$ cat config.mk
export PLATFORM = sky130hd
export DESIGN_NAME = lpm_power_control
export DESIGN_NICKNAME = d
export VERILOG_FILES = /design/src/hw/lpm_pkg.sv /design/src/hw/lpm_power_control.sv /design/src/hw/lpm_sync.sv
export SDC_FILE = /design/constraint.sdc
export NUM_CORES = 1
export LEC_CHECK = 0
export ABC_AREA = 1
export BUFFER_PORTS_ARGS = -buffer_cell sky130_fd_sc_hd__buf_2
export CORE_UTILIZATION = 37
export DETAILED_ROUTE_END_ITERATION = 10
export GPL_TIMING_DRIVEN = 0
export PLACE_DENSITY = 0.81
export SYNTH_ARGS = -nofsm -noshare
export SYNTH_HDL_FRONTEND = slang
export SYNTH_SLANG_ARGS = --single-unit
export TNS_END_PERCENT = 5
$ cat constraint.sdc
create_clock -name core_clk -period 2.85 [get_ports core_clk]
set_input_delay 0.57 -clock core_clk [delete_from_list [all_inputs] [get_ports core_clk]]
set_output_delay 0.57 -clock core_clk [all_outputs]
set_load 0.02 [all_outputs]
$ cat src/hw/lpm_pkg.sv
// constants and carrier types for the low power mode control block
package lpm_pkg;
	localparam int unsigned   LPM_CTRL_INDEX    = 32'h0000_0087;
	localparam logic [11:0]   LPM_CTRL_ADDR     = 12'(LPM_CTRL_INDEX * 4);
	localparam int unsigned   LPM_IDLE_BIT      = 0;
	localparam int unsigned   LPM_PDOWN_BIT     = 1;
	localparam int unsigned   LPM_FLAG0_BIT     = 2;
	localparam int unsigned   LPM_FLAG1_BIT     = 3;
	localparam int unsigned   LPM_RSVD_BIT      = 4;
	localparam logic          LPM_RSVD_VALUE    = 1'b1;
	localparam logic [7:0]    LPM_CTRL_RESET    = 8'h10;
	localparam int unsigned   LPM_SYNC_STAGES   = 2;

	typedef enum logic [1:0] {
		LPM_RUN   = 2'b00,
		LPM_IDLE  = 2'b01,
		LPM_PDOWN = 2'b10
	} lpm_mode_e;

	typedef struct packed {
		logic cpuHalt;     // cpu stops fetching
		logic oscRun;      // oscillator clock enabled
		logic periphRun;   // timers, interrupt logic, serial port clocked
	} lpm_status_s;
endpackage : lpm_pkg

$ cat src/hw/lpm_power_control.sv
// power control register with idle and power-down sequencing behind an APB slave
// Notes on behaviour
// writing one to bit 1 of the power control register enters power-down
// power-down halts the cpu and stops the oscillator clock
// cpu reset or an interrupt ends power-down and resumes operation
// bit 2 is a plain software flag for telling idle wake-ups apart
// bit 3 is a plain software flag for telling power-down wake-ups apart
// bit 4 always reads as one whatever was written
// writing one to bit 0 enters idle; cpu halts, clock and peripherals run
`timescale 1ns/1ns
`default_nettype none
module lpm_power_control
	import lpm_pkg::*;
(
	input  wire logic        core_clk,     // 250 MHz system clock
	input  wire logic        sys_rst,      // cpu reset, synchronous, active high
	input  wire logic        psel,         // apb select
	input  wire logic        penable,      // apb access phase
	input  wire logic        pwrite,       // apb direction, high for write
	input  wire logic [11:0] paddr,        // apb byte address
	input  wire logic [31:0] pwdata,       // apb write data
	output logic      [31:0] prdata,       // apb read data
	output logic             pready,       // apb transfer done
	output logic             pslverr,      // apb error on unmapped address
	input  wire logic        wakeRequest,  // interrupt request level from pins
	output lpm_pkg::lpm_status_s powerStatus // gating controls for the chip
);
	import lpm_pkg::*;

	lpm_mode_e   mode_r;
	lpm_mode_e   mode_nxt;
	logic        userFlagZero_r;
	logic        userFlagOne_r;
	logic        wakeSync;
	logic        accessDone;
	logic        writeHit;
	logic [7:0]  ctrlView;

	function automatic logic addrHit(input logic [11:0] addr);
		return addr == LPM_CTRL_ADDR;
	endfunction : addrHit

	lpm_sync #(.WIDTH(1)) wakeSyncInst (
		.core_clk (core_clk),
		.sys_rst  (sys_rst),
		.asyncIn  (wakeRequest),
		.syncOut  (wakeSync)
	);

	// one wait state keeps every bus output registered
	assign accessDone = psel & penable & pready;
	assign writeHit   = accessDone & pwrite & addrHit(paddr);

	always_comb begin
		ctrlView                = 8'h00;
		ctrlView[LPM_IDLE_BIT]  = (mode_r == LPM_IDLE);
		ctrlView[LPM_PDOWN_BIT] = (mode_r == LPM_PDOWN);
		ctrlView[LPM_FLAG0_BIT] = userFlagZero_r;
		ctrlView[LPM_FLAG1_BIT] = userFlagOne_r;
		ctrlView[LPM_RSVD_BIT]  = LPM_RSVD_VALUE;
	end

	always_ff @(posedge core_clk) begin
		if (sys_rst) begin
			pready  <= 1'b0;
			pslverr <= 1'b0;
			prdata  <= 32'h0000_0000;
		end else begin
			pready  <= psel & penable & ~pready;
			pslverr <= psel & penable & ~pready & ~addrHit(paddr);
			if (psel & penable & ~pready & ~pwrite & addrHit(paddr)) begin
				prdata <= {24'h00_0000, ctrlView};
			end else if (psel & penable & ~pready) begin
				prdata <= 32'h0000_0000;
			end
		end
	end

	// power-down takes precedence when both request bits are written together,
	// since it is the deeper state; a wake seen in the same cycle still wins
	always_comb begin
		mode_nxt = mode_r;
		unique case (mode_r)
			LPM_RUN: begin
				if (writeHit && !wakeSync && pwdata[LPM_PDOWN_BIT]) begin
					mode_nxt = LPM_PDOWN;
				end else if (writeHit && !wakeSync && pwdata[LPM_IDLE_BIT]) begin
					mode_nxt = LPM_IDLE;
				end
			end
			LPM_IDLE: begin
				if (wakeSync) begin
					mode_nxt = LPM_RUN;
				end
			end
			LPM_PDOWN: begin
				if (wakeSync) begin
					mode_nxt = LPM_RUN;
				end
			end
			default: begin
				mode_nxt = LPM_RUN;
			end
		endcase
	end

	always_ff @(posedge core_clk) begin
		if (sys_rst) begin
			mode_r <= LPM_RUN;
		end else begin
			mode_r <= mode_nxt;
		end
	end

	always_ff @(posedge core_clk) begin
		if (sys_rst) begin
			userFlagZero_r <= LPM_CTRL_RESET[LPM_FLAG0_BIT];
			userFlagOne_r  <= LPM_CTRL_RESET[LPM_FLAG1_BIT];
		end else if (writeHit) begin
			userFlagZero_r <= pwdata[LPM_FLAG0_BIT];
			userFlagOne_r  <= pwdata[LPM_FLAG1_BIT];
		end
	end

	// the core clock itself is the always-on timebase; the oscillator that
	// power-down stops is represented by the oscRun enable
	always_ff @(posedge core_clk) begin
		if (sys_rst) begin
			powerStatus <= '{cpuHalt: 1'b0, oscRun: 1'b1, periphRun: 1'b1};
		end else begin
			powerStatus.cpuHalt   <= (mode_nxt != LPM_RUN);
			powerStatus.oscRun    <= (mode_nxt != LPM_PDOWN);
			powerStatus.periphRun <= (mode_nxt != LPM_PDOWN);
		end
	end

	enter_pdown_a: assert property (@(posedge core_clk) disable iff (sys_rst)
		(mode_r == LPM_RUN && writeHit && pwdata[LPM_PDOWN_BIT] && !wakeSync)
		|=> (mode_r == LPM_PDOWN) ##0 !powerStatus.oscRun)
		else $error("power-down write did not enter power-down");

	pdown_gating_a: assert property (@(posedge core_clk) disable iff (sys_rst)
		(mode_r == LPM_PDOWN) |-> (powerStatus.cpuHalt && !powerStatus.oscRun))
		else $error("power-down left cpu or oscillator running");

	pdown_wake_a: assert property (@(posedge core_clk) disable iff (sys_rst)
		(mode_r == LPM_PDOWN && wakeSync) |=> (mode_r == LPM_RUN && !powerStatus.cpuHalt
		&& powerStatus.oscRun))
		else $error("interrupt did not end power-down");

	flag_zero_a: assert property (@(posedge core_clk) disable iff (sys_rst)
		writeHit |=> (userFlagZero_r == $past(pwdata[LPM_FLAG0_BIT])))
		else $error("user flag zero not stored");

	flag_one_a: assert property (@(posedge core_clk) disable iff (sys_rst)
		!writeHit |=> $stable(userFlagOne_r))
		else $error("user flag one changed without a write");

	rsvd_reads_one_a: assert property (@(posedge core_clk) disable iff (sys_rst)
		(psel && penable && !pready && !pwrite && addrHit(paddr))
		|=> pready && prdata[LPM_RSVD_BIT] && prdata[31:8] == 24'h00_0000)
		else $error("reserved bit did not read as one");

	idle_gating_a: assert property (@(posedge core_clk) disable iff (sys_rst)
		(mode_r == LPM_RUN && writeHit && pwdata[LPM_IDLE_BIT] && !pwdata[LPM_PDOWN_BIT]
		&& !wakeSync) |=> (mode_r == LPM_IDLE) ##0 (powerStatus.cpuHalt
		&& powerStatus.oscRun && powerStatus.periphRun))
		else $error("idle did not halt cpu with clocks running");

	idle_wake_a: assert property (@(posedge core_clk) disable iff (sys_rst)
		(mode_r == LPM_IDLE && wakeSync) |=> ##[0:1] !powerStatus.cpuHalt)
		else $error("interrupt did not end idle");

	flag_one_store_a: assert property (@(posedge core_clk) disable iff (sys_rst)
		writeHit
		|=> (userFlagOne_r == $past(pwdata[LPM_FLAG1_BIT])))
		else $error("user flag one not stored");

	flag_zero_hold_a: assert property (@(posedge core_clk) disable iff (sys_rst)
		!writeHit
		|=> $stable(userFlagZero_r))
		else $error("user flag zero changed without a write");

	flag_no_effect_a: assert property (@(posedge core_clk) disable iff (sys_rst)
		(mode_r == LPM_RUN && writeHit && !pwdata[LPM_IDLE_BIT] && !pwdata[LPM_PDOWN_BIT])
		|=> (mode_r == LPM_RUN && !powerStatus.cpuHalt))
		else $error("flag write changed the power mode");

	pdown_periph_a: assert property (@(posedge core_clk) disable iff (sys_rst)
		(mode_r == LPM_PDOWN)
		|-> !powerStatus.periphRun)
		else $error("power-down left peripherals clocked");

	pdown_hold_a: assert property (@(posedge core_clk) disable iff (sys_rst)
		(mode_r == LPM_PDOWN && !wakeSync)
		|=> (mode_r == LPM_PDOWN))
		else $error("power-down ended without a wake");

	idle_hold_a: assert property (@(posedge core_clk) disable iff (sys_rst)
		(mode_r == LPM_IDLE && !wakeSync)
		|=> (mode_r == LPM_IDLE))
		else $error("idle ended without a wake");

	idle_clocks_a: assert property (@(posedge core_clk) disable iff (sys_rst)
		(mode_r == LPM_IDLE)
		|-> (powerStatus.cpuHalt && powerStatus.oscRun && powerStatus.periphRun))
		else $error("idle gating wrong while idle");

	run_clocks_a: assert property (@(posedge core_clk) disable iff (sys_rst)
		(mode_r == LPM_RUN)
		|-> (!powerStatus.cpuHalt && powerStatus.oscRun && powerStatus.periphRun))
		else $error("run mode left something gated");

	reset_wake_a: assert property (@(posedge core_clk)
		sys_rst
		|=> (mode_r == LPM_RUN && !powerStatus.cpuHalt && powerStatus.oscRun))
		else $error("cpu reset did not end the low power mode");

	pdown_reads_a: assert property (@(posedge core_clk) disable iff (sys_rst)
		(psel && penable && !pready && !pwrite && addrHit(paddr) && mode_r == LPM_PDOWN)
		|=> (prdata[LPM_PDOWN_BIT] && !prdata[LPM_IDLE_BIT]))
		else $error("power-down bit did not read back as one");
endmodule : lpm_power_control
`default_nettype wire

$ cat src/hw/lpm_sync.sv
// two flip-flop synchroniser for a level from outside the clock domain
`timescale 1ns/1ns
`default_nettype none
module lpm_sync #(
	parameter int unsigned WIDTH = 1
) (
	input  wire logic             core_clk,  // system clock
	input  wire logic             sys_rst,   // synchronous reset, active high
	input  wire logic [WIDTH-1:0] asyncIn,   // raw level from a pin
	output logic      [WIDTH-1:0] syncOut    // level safe for core logic
);
	logic [WIDTH-1:0] stageOne_r;

	// first stage is read by the second stage only
	always_ff @(posedge core_clk) begin
		if (sys_rst) begin
			stageOne_r <= '0;
			syncOut    <= '0;
		end else begin
			stageOne_r <= asyncIn;
			syncOut    <= stageOne_r;
		end
	end
endmodule : lpm_sync
`default_nettype wire

==> flow_summary.ini, run 1 <==
[place]
hpwlAfterDp_um = 1390
gp_congestion = 0.818
io_buffers = 31

[cts]
postCtsSetupRepairBufs = 0
ctsHoldBuffers = 0
cts_tree = built
cts_max_level = 1
post_cts_resized = 0
clk_latency_ns = 0.28
root_buffer = clkbuf_4
cts.sink_count = 15
cts_buffer_depth = 2
clkTransAtPathRegs_ns = 0.08
numCtsBuffers = 3

[die]
die_w_um = 52.4
start_util = 0.408
die_area_mm2 = 0.00274
die_h_um = 52.4
rows = 17
coreArea_mm2 = 0.00230
ios = 87

[synth]
synthArstFlopShare = 0
ys_types = 20
synth_seq_area_share = 0.320
synth-main-ff-cell = dfxtp_1
synthCells = 126
synth_common_cells = buf_4 (28), nand2_1 (26), dfxtp_1 (15), inv_1 (15)
netlist_area_um2 = 938
avgSynthCellArea_um2 = 7.45
synth_area_leaders = dfxtp_1 (32%), buf_4 (22%), nand2_1 (10%)
synth_top_area_cell = dfxtp_1
synth_edf_count = 0
synth_seq_cells = 15
yosysWarningCount = 0
synth_top_area_share = 0.320
synth.most_common_cell = buf_4

[sta]
rsz0062_at_grt = false
min_period_ns = 1.43
drv_slew = 0
finalCritPeriodShare = 0.502
fmax_ghz = 0.699
setup_viol = 0
hold_viol = 0
hold-worst-slack_ns = 0.406
tns_ns = 0
clock_skew_ns = 0.00301

[layout]
area_delta_synth_final_pct = 33.5
drive_above_1_share = 0.390
nets = 242
num-fill-cells = 235
num_antenna_cells = 0

[routing]
drc = 0
initialDrtViolationCount = 11
vias_per_cell = 3.92
wl_um = 1640
drt_pre_antenna_iters = 4
avgRoutedWirePerCell_um = 7.63
via_count = 842
ant_nets = 0

[setup_path]
start_kind = register
crit_path_end_kind = output port
crit_required_ns = 2.28
reg2reg_slack_ns = 1.59
criticalPathCategory = register to output port
cp_max_fo = 2
arrival_ns = 0.86

[grt]
grt_max_degree = 11
overflow = 0
grt_usage = 0.135
grt_pass1_vias = 672
antenna_found_initial = 0
grt_pass1_wl_um = 2730

[run_status]
run_status = finished, final reports clean

[worst_hold_path]
hold_path.class = register to register

[pwr]
power_density_mw_per_mm2 = 343
leakagePower_uw = 0.000713
peakVddDrop_uv = 246

[run]
cap_violations = 0
## state kept, by name, summed over array words and instances, names as in the netlist
| register | count |
|---|---|
| prdata | 5 |
| wakeSyncInst.syncOut | 1 |
| userFlagOne_r | 1 |
| mode_r | 2 |
| powerStatus | 2 |
| pslverr | 1 |
| wakeSyncInst.stageOne_r | 1 |
| pready | 1 |
| userFlagZero_r | 1 |
## path summary, 6_finish.rpt
check,from,end,depth (start not counted)
setup / recovery,powerStatus[1],powerStatus[1],2
hold / removal,wakeSyncInst.stageOne_r,wakeSyncInst.syncOut,2
setup reg to reg,pready,powerStatus[2],9
hold reg to reg,wakeSyncInst.stageOne_r,wakeSyncInst.syncOut,2
## final cells by class
class | instances | area, µm² | share of cell area
multi-input cells | 93 | 458 | 0.366
flip-flops and latches | 15 | 300 | 0.240
plain buffers | 29 | 221 | 0.177
repair buffers | 31 | 155 | 0.124
inverters | 15 | 56.3 | 0.0450
well taps | 28 | 35.0 | 0.0280
clock buffers | 4 | 26.3 | 0.0210
## where the power goes
part / total, µW / internal [µW] / switching [µW]
Clock: 121 / 54.4 / 66.7
Sequential: 213 / 212 / 0.850
Combinational: 95.3 / 41.2 / 54.1
Total: 429 / 307 / 122
## per-stage QoR
stage / instances / utilization / area [µm²] / power (µW) / setup slack [ns]
finish: 215 / 0.545 / 1250 / 429 / 1.42
global route: 215 / 0.545 / 1250 / 450 / 1.26
CTS: 215 / 0.545 / 1250 / 431 / 1.41
detailed placement: 211 / 0.534 / 1230 / 312 / 1.13
global placement: 211 / 0.534 / 1230 / 312 / 1.15
floorplan: 152 / - / 1040 / 293 / 1.36
## cells by family after synthesis
kind of cell / Yosys count / synth area share
compound gates: 9 / 0.0520
simple gates: 53 / 0.275
buf+inv: 44 / 0.296
flops: 15 / 0.320
other cells: 1 / 0.00400
fa+ha+maj: 4 / 0.0533
## critical path: stages (launching register included)
cell and delay [ns]:
dfxtp_1 0.32, buf_4 0.12, buf_2 0.15
## metal layers
metal / track usage / part of all wire / vias up
met4: 0.0219 / 0 / 0
li1: - / - / 458
met3: 0.0667 / 0.10 / 0
met5: 0 / 0 / -
met2: 0.226 / 0.46 / 39
met1: 0.155 / 0.44 / 345
## cells in the final DEF (no fill, tap or decap)
master    count
a21oi_1       7
a21oi_2       1
buf_2        31
buf_4        28
buf_6         1
clkbuf_1      1
clkbuf_4      3
conb_1       27
dfxtp_1      15
ha_1          4
inv_1        15
nand2_1      26
nand2_2       3
nand3_1       6
nand3b_1      1
nand3b_2      1
nand4_1       3
nand4_2       1
nor2_1        7
nor2_2        3
nor2_4        1
nor3_1        1
o21ai_0       1
No activity file was read; power rests on OpenSTA's default activity.
==> run 2: changes to the inputs <==
--- a/config.mk
+++ b/config.mk
@@ -7,10 +7,10 @@
 export LEC_CHECK = 0
 export ABC_AREA = 1
 export BUFFER_PORTS_ARGS = -buffer_cell sky130_fd_sc_hd__buf_2
-export CORE_UTILIZATION = 37
+export CORE_UTILIZATION = 33
 export DETAILED_ROUTE_END_ITERATION = 10
 export GPL_TIMING_DRIVEN = 0
-export PLACE_DENSITY = 0.81
+export PLACE_DENSITY = 0.77
 export SYNTH_ARGS = -nofsm -noshare
 export SYNTH_HDL_FRONTEND = slang
 export SYNTH_SLANG_ARGS = --single-unit
==> constraint.sdc (replaced) <==
create_clock -name core_clk -period 1.2 [get_ports core_clk]
set_input_delay 0.24 -clock core_clk [delete_from_list [all_inputs] [get_ports core_clk]]
set_output_delay 0.24 -clock core_clk [all_outputs]
set_load 0.02 [all_outputs]
==> run 2 against run 1 <==
Effect of this change:
- critical path depth increased by 7
- sequential share of layout area fell by 0.20 points
- final cell count grew 1.4%
==> flow_summary.ini, run 2 (synthesis gave the netlist of run 1 again) <==
[cts]
clk_latency_ns = 0.27
cts_max_level = 1
cts.sink_count = 15
ctsHoldBuffers = 0
numCtsBuffers = 3
root_buffer = clkbuf_4
cts_buffer_depth = 2
clkTransAtPathRegs_ns = 0.08
cts_tree = built

[sta]
fmax_ghz = 0.874
clock_skew_ns = 0.000651
setup_viol = 0
rsz0062_at_grt = true
min_period_ns = 1.14
hold_viol = 0
drv_slew = 0
finalCritPeriodShare = 0.954

[setup_path]
start_kind = register
crit_path_end_kind = register
arrival_ns = 1.32
r2r-start = pready
criticalPathCategory = register to register
crit_required_ns = 1.38
cp_max_fo = 4
worst-r2r-cell-count = 9
reg2reg_to = powerStatus[2]
reg2reg_slack_ns = 0.06

[layout]
num-fill-cells = 258
post-route-util = 0.502
num_antenna_cells = 0
multi_input_area_um2 = 487
seqCellArea_um2 = 309
final_cell_mix = buf_2 (31), buf_4 (29), conb_1 (27)
layout_commonest_cell = buf_2
nets = 243
largest-register = prdata
largest_reg_flops = 5
area_delta_synth_final_pct = 38.5
top_regs = prdata (5), mode_r (2), powerStatus (2)
drive_above_1_share = 0.426

[pwr]
peakVddDrop_uv = 536
leakagePower_uw = 0.000720
power_density_mw_per_mm2 = 776
fin_total_pwr_uw = 1010

[grt]
grt_max_degree = 11
grt_pass1_vias = 729
overflow = 0
grt_pass1_wl_um = 2810
antenna_found_initial = 0
grt_usage = 0.115

[run_status]
run_status = finished, final reports clean

[routing]
vias_per_cell = 3.84
via_count = 838
wl_met2_um = 832
wl_um = 1720
drt_pre_antenna_iters = 4
drc = 0
avgRoutedWirePerCell_um = 7.88
top_layer = met4
ant_nets = 0
wl_met3_um = 111
drt-met1-wl_um = 756
initialDrtViolationCount = 7

[die]
coreArea_mm2 = 0.00259
ios = 87
start_util = 0.362
rows = 18
die_h_um = 55.3
die_w_um = 55.3
die_area_mm2 = 0.00306

[run]
cap_violations = 0

[place]
io_buffers = 31
hpwlAfterDp_um = 1400
gp_congestion = 0.703

[worst_hold_path]
whs_path_depth = 3
hold_path.startpoint = wakeRequest
hold_path.class = primary input to register
hold_path_end = wakeSyncInst.stageOne_r
run 2: how the worst max path moves through the flow:
stage               from              to  slack (ns)  cells after the start
2_1_floorplan     pready  powerStatus[2]        0.03                      9
3_3_place_gp   paddr[11]  powerStatus[2]       -0.16                     11
3_5_place_dp   paddr[11]  powerStatus[2]       -0.17                     11
4_1_cts           pready  powerStatus[2]        0.01                      9
5_1_grt           pready  powerStatus[2]       -0.04                      9
6_report          pready  powerStatus[2]        0.06                      9
run 2: metrics by stage:
stage | area, µm² | hold WS, ns | setup TNS (ns) | std cells | worst slack (ns)
6_report | 1300 | 0.159 | 0 | 218 | 0.0553
5_1_grt | 1300 | 0.154 | -0.0501 | 218 | -0.0352
4_1_cts | 1260 | 0.144 | 0 | 217 | 0.0121
3_5_place_dp | 1230 | 0.398 | -0.937 | 213 | -0.173
3_3_place_gp | 1230 | 0.390 | -0.841 | 213 | -0.161
2_1_floorplan | 1040 | 0.313 | 0 | 152 | 0.0348
run 2: cell type report:
cell class              instances  share of cell area
flip-flops and latches         15               0.238
plain buffers                  29               0.170
multi-input cells              93               0.374
clock buffers                   4              0.0202
repair buffers                 32               0.125
inverters                      15              0.0433
well taps                      30              0.0289
run 2: layer usage:
metal	up-vias	GRT usage
met5	-	0
met4	0	0.0500
met3	2	0.0468
met2	26	0.193
met1	352	0.127
li1	458	-
run 2: power breakdown:
group	switching [µW]	total [µW]	internal (µW)
combinational	132	231	98.6
sequential	2.19	501	499
clock	148	277	129
run 2: worst max-delay path: stages, from the launching register on:
cell and delay [ns]:
dfxtp_2 0.36, nand2_2 0.06, nor2_4 0.16, nand4_4 0.12, nand2_1 0.07, nand2_1 0.05, nand2_1 0.06, nand2_2 0.06
nand2_2 0.06, nand2_1 0.04
run 2: timing repair:
item / in CTS / in global routing
resized for setup: 2 / 7
pin swaps: 0 / 4
setup buffers: 0 / 1
setup endpoints to repair: 3 / 4
==> run 3: changes to the inputs <==
--- a/config.mk
+++ b/config.mk
@@ -5,7 +5,7 @@
 export SDC_FILE = /design/constraint.sdc
 export NUM_CORES = 1
 export LEC_CHECK = 0
-export ABC_AREA = 1
+export ABC_CLOCK_PERIOD_IN_PS = 1200
 export BUFFER_PORTS_ARGS = -buffer_cell sky130_fd_sc_hd__buf_2
 export CORE_UTILIZATION = 33
 export DETAILED_ROUTE_END_ITERATION = 10
==> run 3 against run 2 <==
Effect of this change:
- the run now ends with setup timing left
- worst hold slack better by 0.012 ns
- final cell count is 9.6% lower
- count of clock-buffer cells in the layout is the same
- via count is 2.7% higher
- core utilization increased by 0.68 points
- combinational power down 2%
- die area shrank 0.38%
==> flow_summary.ini, run 3 <==
[sta]
finalCritPeriodShare = 1.53
clock_skew_ns = 0.00172
min_period_ns = 1.84
tns_ns = -4.50
setup_viol = 12
rsz0062_at_grt = true
hold_viol = 0
worst_pin_slew_ns = 0.494
relSlewSlack = 0.668
fmax_ghz = 0.545
fin_ws_ns = -0.635
hold-worst-slack_ns = 0.171
drv_slew = 0

[cts]
cts_max_level = 1
cts_buffer_depth = 2
cts.sink_count = 15
clk_latency_ns = 0.27
clkTransAtPathRegs_ns = 0.08
cts_tree = built
root_buffer = clkbuf_4
numCtsBuffers = 3

[synth]
synth_common_cells = buf_4 (28), dfxtp_1 (15), nor2_1 (11)
synth_seq_area_share = 0.321
synth_top_area_cell = dfxtp_1
synth_edf_count = 0
synth_seq_cells = 15
synthArstFlopShare = 0
synth_top_area_share = 0.321
synth-main-ff-cell = dfxtp_1
synthCells = 105
yosysWarningCount = 0
avgSynthCellArea_um2 = 8.90
ys_types = 36
netlist_area_um2 = 935
synth_area_leaders = dfxtp_1 (32%), buf_4 (22%), ha_1 (5.4%)
synth.most_common_cell = buf_4

[pwr]
fin_total_pwr_uw = 997
leakagePower_uw = 0.000672
power_density_mw_per_mm2 = 764
peakVddDrop_uv = 639

[grt]
grt_usage = 0.124
antenna_found_initial = 0
grt_pass1_vias = 769
grt_max_degree = 11
grt_pass1_wl_um = 3080
overflow = 0

[run_status]
violations = setup timing
run_status = finished with violations

[routing]
drc = 0
via_count = 861
avgRoutedWirePerCell_um = 9.85
wl_um = 1940
drt_pre_antenna_iters = 4
vias_per_cell = 4.37
initialDrtViolationCount = 9
ant_nets = 0

[layout]
seqCellArea_um2 = 308
top_regs = prdata (5), mode_r (2), powerStatus (2)
multi_input_area_um2 = 537
largest-register = prdata
largest_reg_flops = 5
drive_above_1_share = 0.455
nets = 222
num-fill-cells = 256
area_delta_synth_final_pct = 39.8
final_cell_mix = buf_4 (30), buf_2 (30), conb_1 (27)
num_antenna_cells = 0
final_area_mm2 = 0.00131

[die]
die_w_um = 55.2
rows = 18
die_h_um = 55.2
start_util = 0.364
coreArea_mm2 = 0.00257
ios = 87
die_area_mm2 = 0.00305

[setup_path]
crit_path_end_kind = register
crit_required_ns = 1.36
reg2reg_slack_ns = -0.59
start_kind = primary input
cp_max_fo = 4
criticalPathCategory = primary input to register
arrival_ns = 2.00

[worst_hold_path]
hold_path.class = primary input to register

[place]
gp_congestion = 0.665
placed_cell_area_mm2 = 0.00124
hpwlAfterDp_um = 1610
pre_cts_ws_ns = -1.05
io_buffers = 31

[run]
cap_violations = 0
## run 3: cell types whose count changed after synthesis, moves of 2 or more
cell / previous run / this run
nand3_1: 6 / 1
inv_1: 15 / 2
nor2b_1: 0 / 4
nand4_1: 3 / 1
nor2_1: 7 / 11
nand2_1: 26 / 1
nor2_2: 3 / 0
o21ai_0: 1 / 3
o21a_1: 0 / 2
a22oi_1: 0 / 4
a21oi_1: 7 / 3
nand2_2: 3 / 0
o211ai_1: 0 / 2
mux2i_1: 0 / 2
## run 3: through the flow
step | cells | util
3_3_place_gp | 192 | 0.482
6_report | 197 | 0.509
4_1_cts | 196 | 0.499
3_5_place_dp | 192 | 0.482
2_1_floorplan | 131 | -
5_1_grt | 197 | 0.509
## run 3: path summary, 6_finish.rpt
kind,cells after the start,to,startpoint
max,5,powerStatus[1],paddr[5]
min,2,wakeSyncInst.stageOne_r,sys_rst
max reg2reg,6,powerStatus[1],mode_r[0]
min reg2reg,1,wakeSyncInst.syncOut,wakeSyncInst.stageOne_r
## run 3: power breakdown
group,leakage (µW),internal (µW),switching [µW]
combinational,0.000534,102,124
clock,0.0000150,129,139
sequential,0.000123,499,5.02
total,0.000672,729,268
## run 3: per-layer routing
| metal | global-route usage | vias to the layer above | part of all wire |
|---|---|---|---|
| li1 | - | 441 | - |
| met1 | 0.126 | 384 | 0.37 |
| met2 | 0.243 | 34 | 0.54 |
| met3 | 0.0211 | 2 | 0.074 |
| met4 | 0.0536 | 0 | 0.0072 |
| met5 | 0 | - | 0 |
## run 3: cell families after synthesis
logic type	synth area share
other cells	0.00401
compound gates	0.166
flops	0.321
mux	0.0214
simple gates	0.191
buf+inv	0.242
fa+ha+maj	0.0535
## run 3: area by class of cell
type | count | share of cell area
buffer | 29 | 0.164
clock buffer | 4 | 0.0201
timing repair buffer | 33 | 0.135
tap | 30 | 0.0287
multi-input combinational | 84 | 0.411
sequential | 15 | 0.236
inverter | 2 | 0.00575
## run 3: worst max-delay path: stages
cell and delay, ns:
buf_6 0.09, or4b_4 0.55, or4_4 0.56, a2111o_1 0.31, a211o_1 0.25
## run 3: timing repair
action                                  4_1_cts  5_1_grt
resized for setup                             9        4
hold endpoints to repair                      0        0
endpoints found under the setup margin       12       12
pin swaps                                     1        1
setup buffers                                 1        1
hold buffers                                  0        0
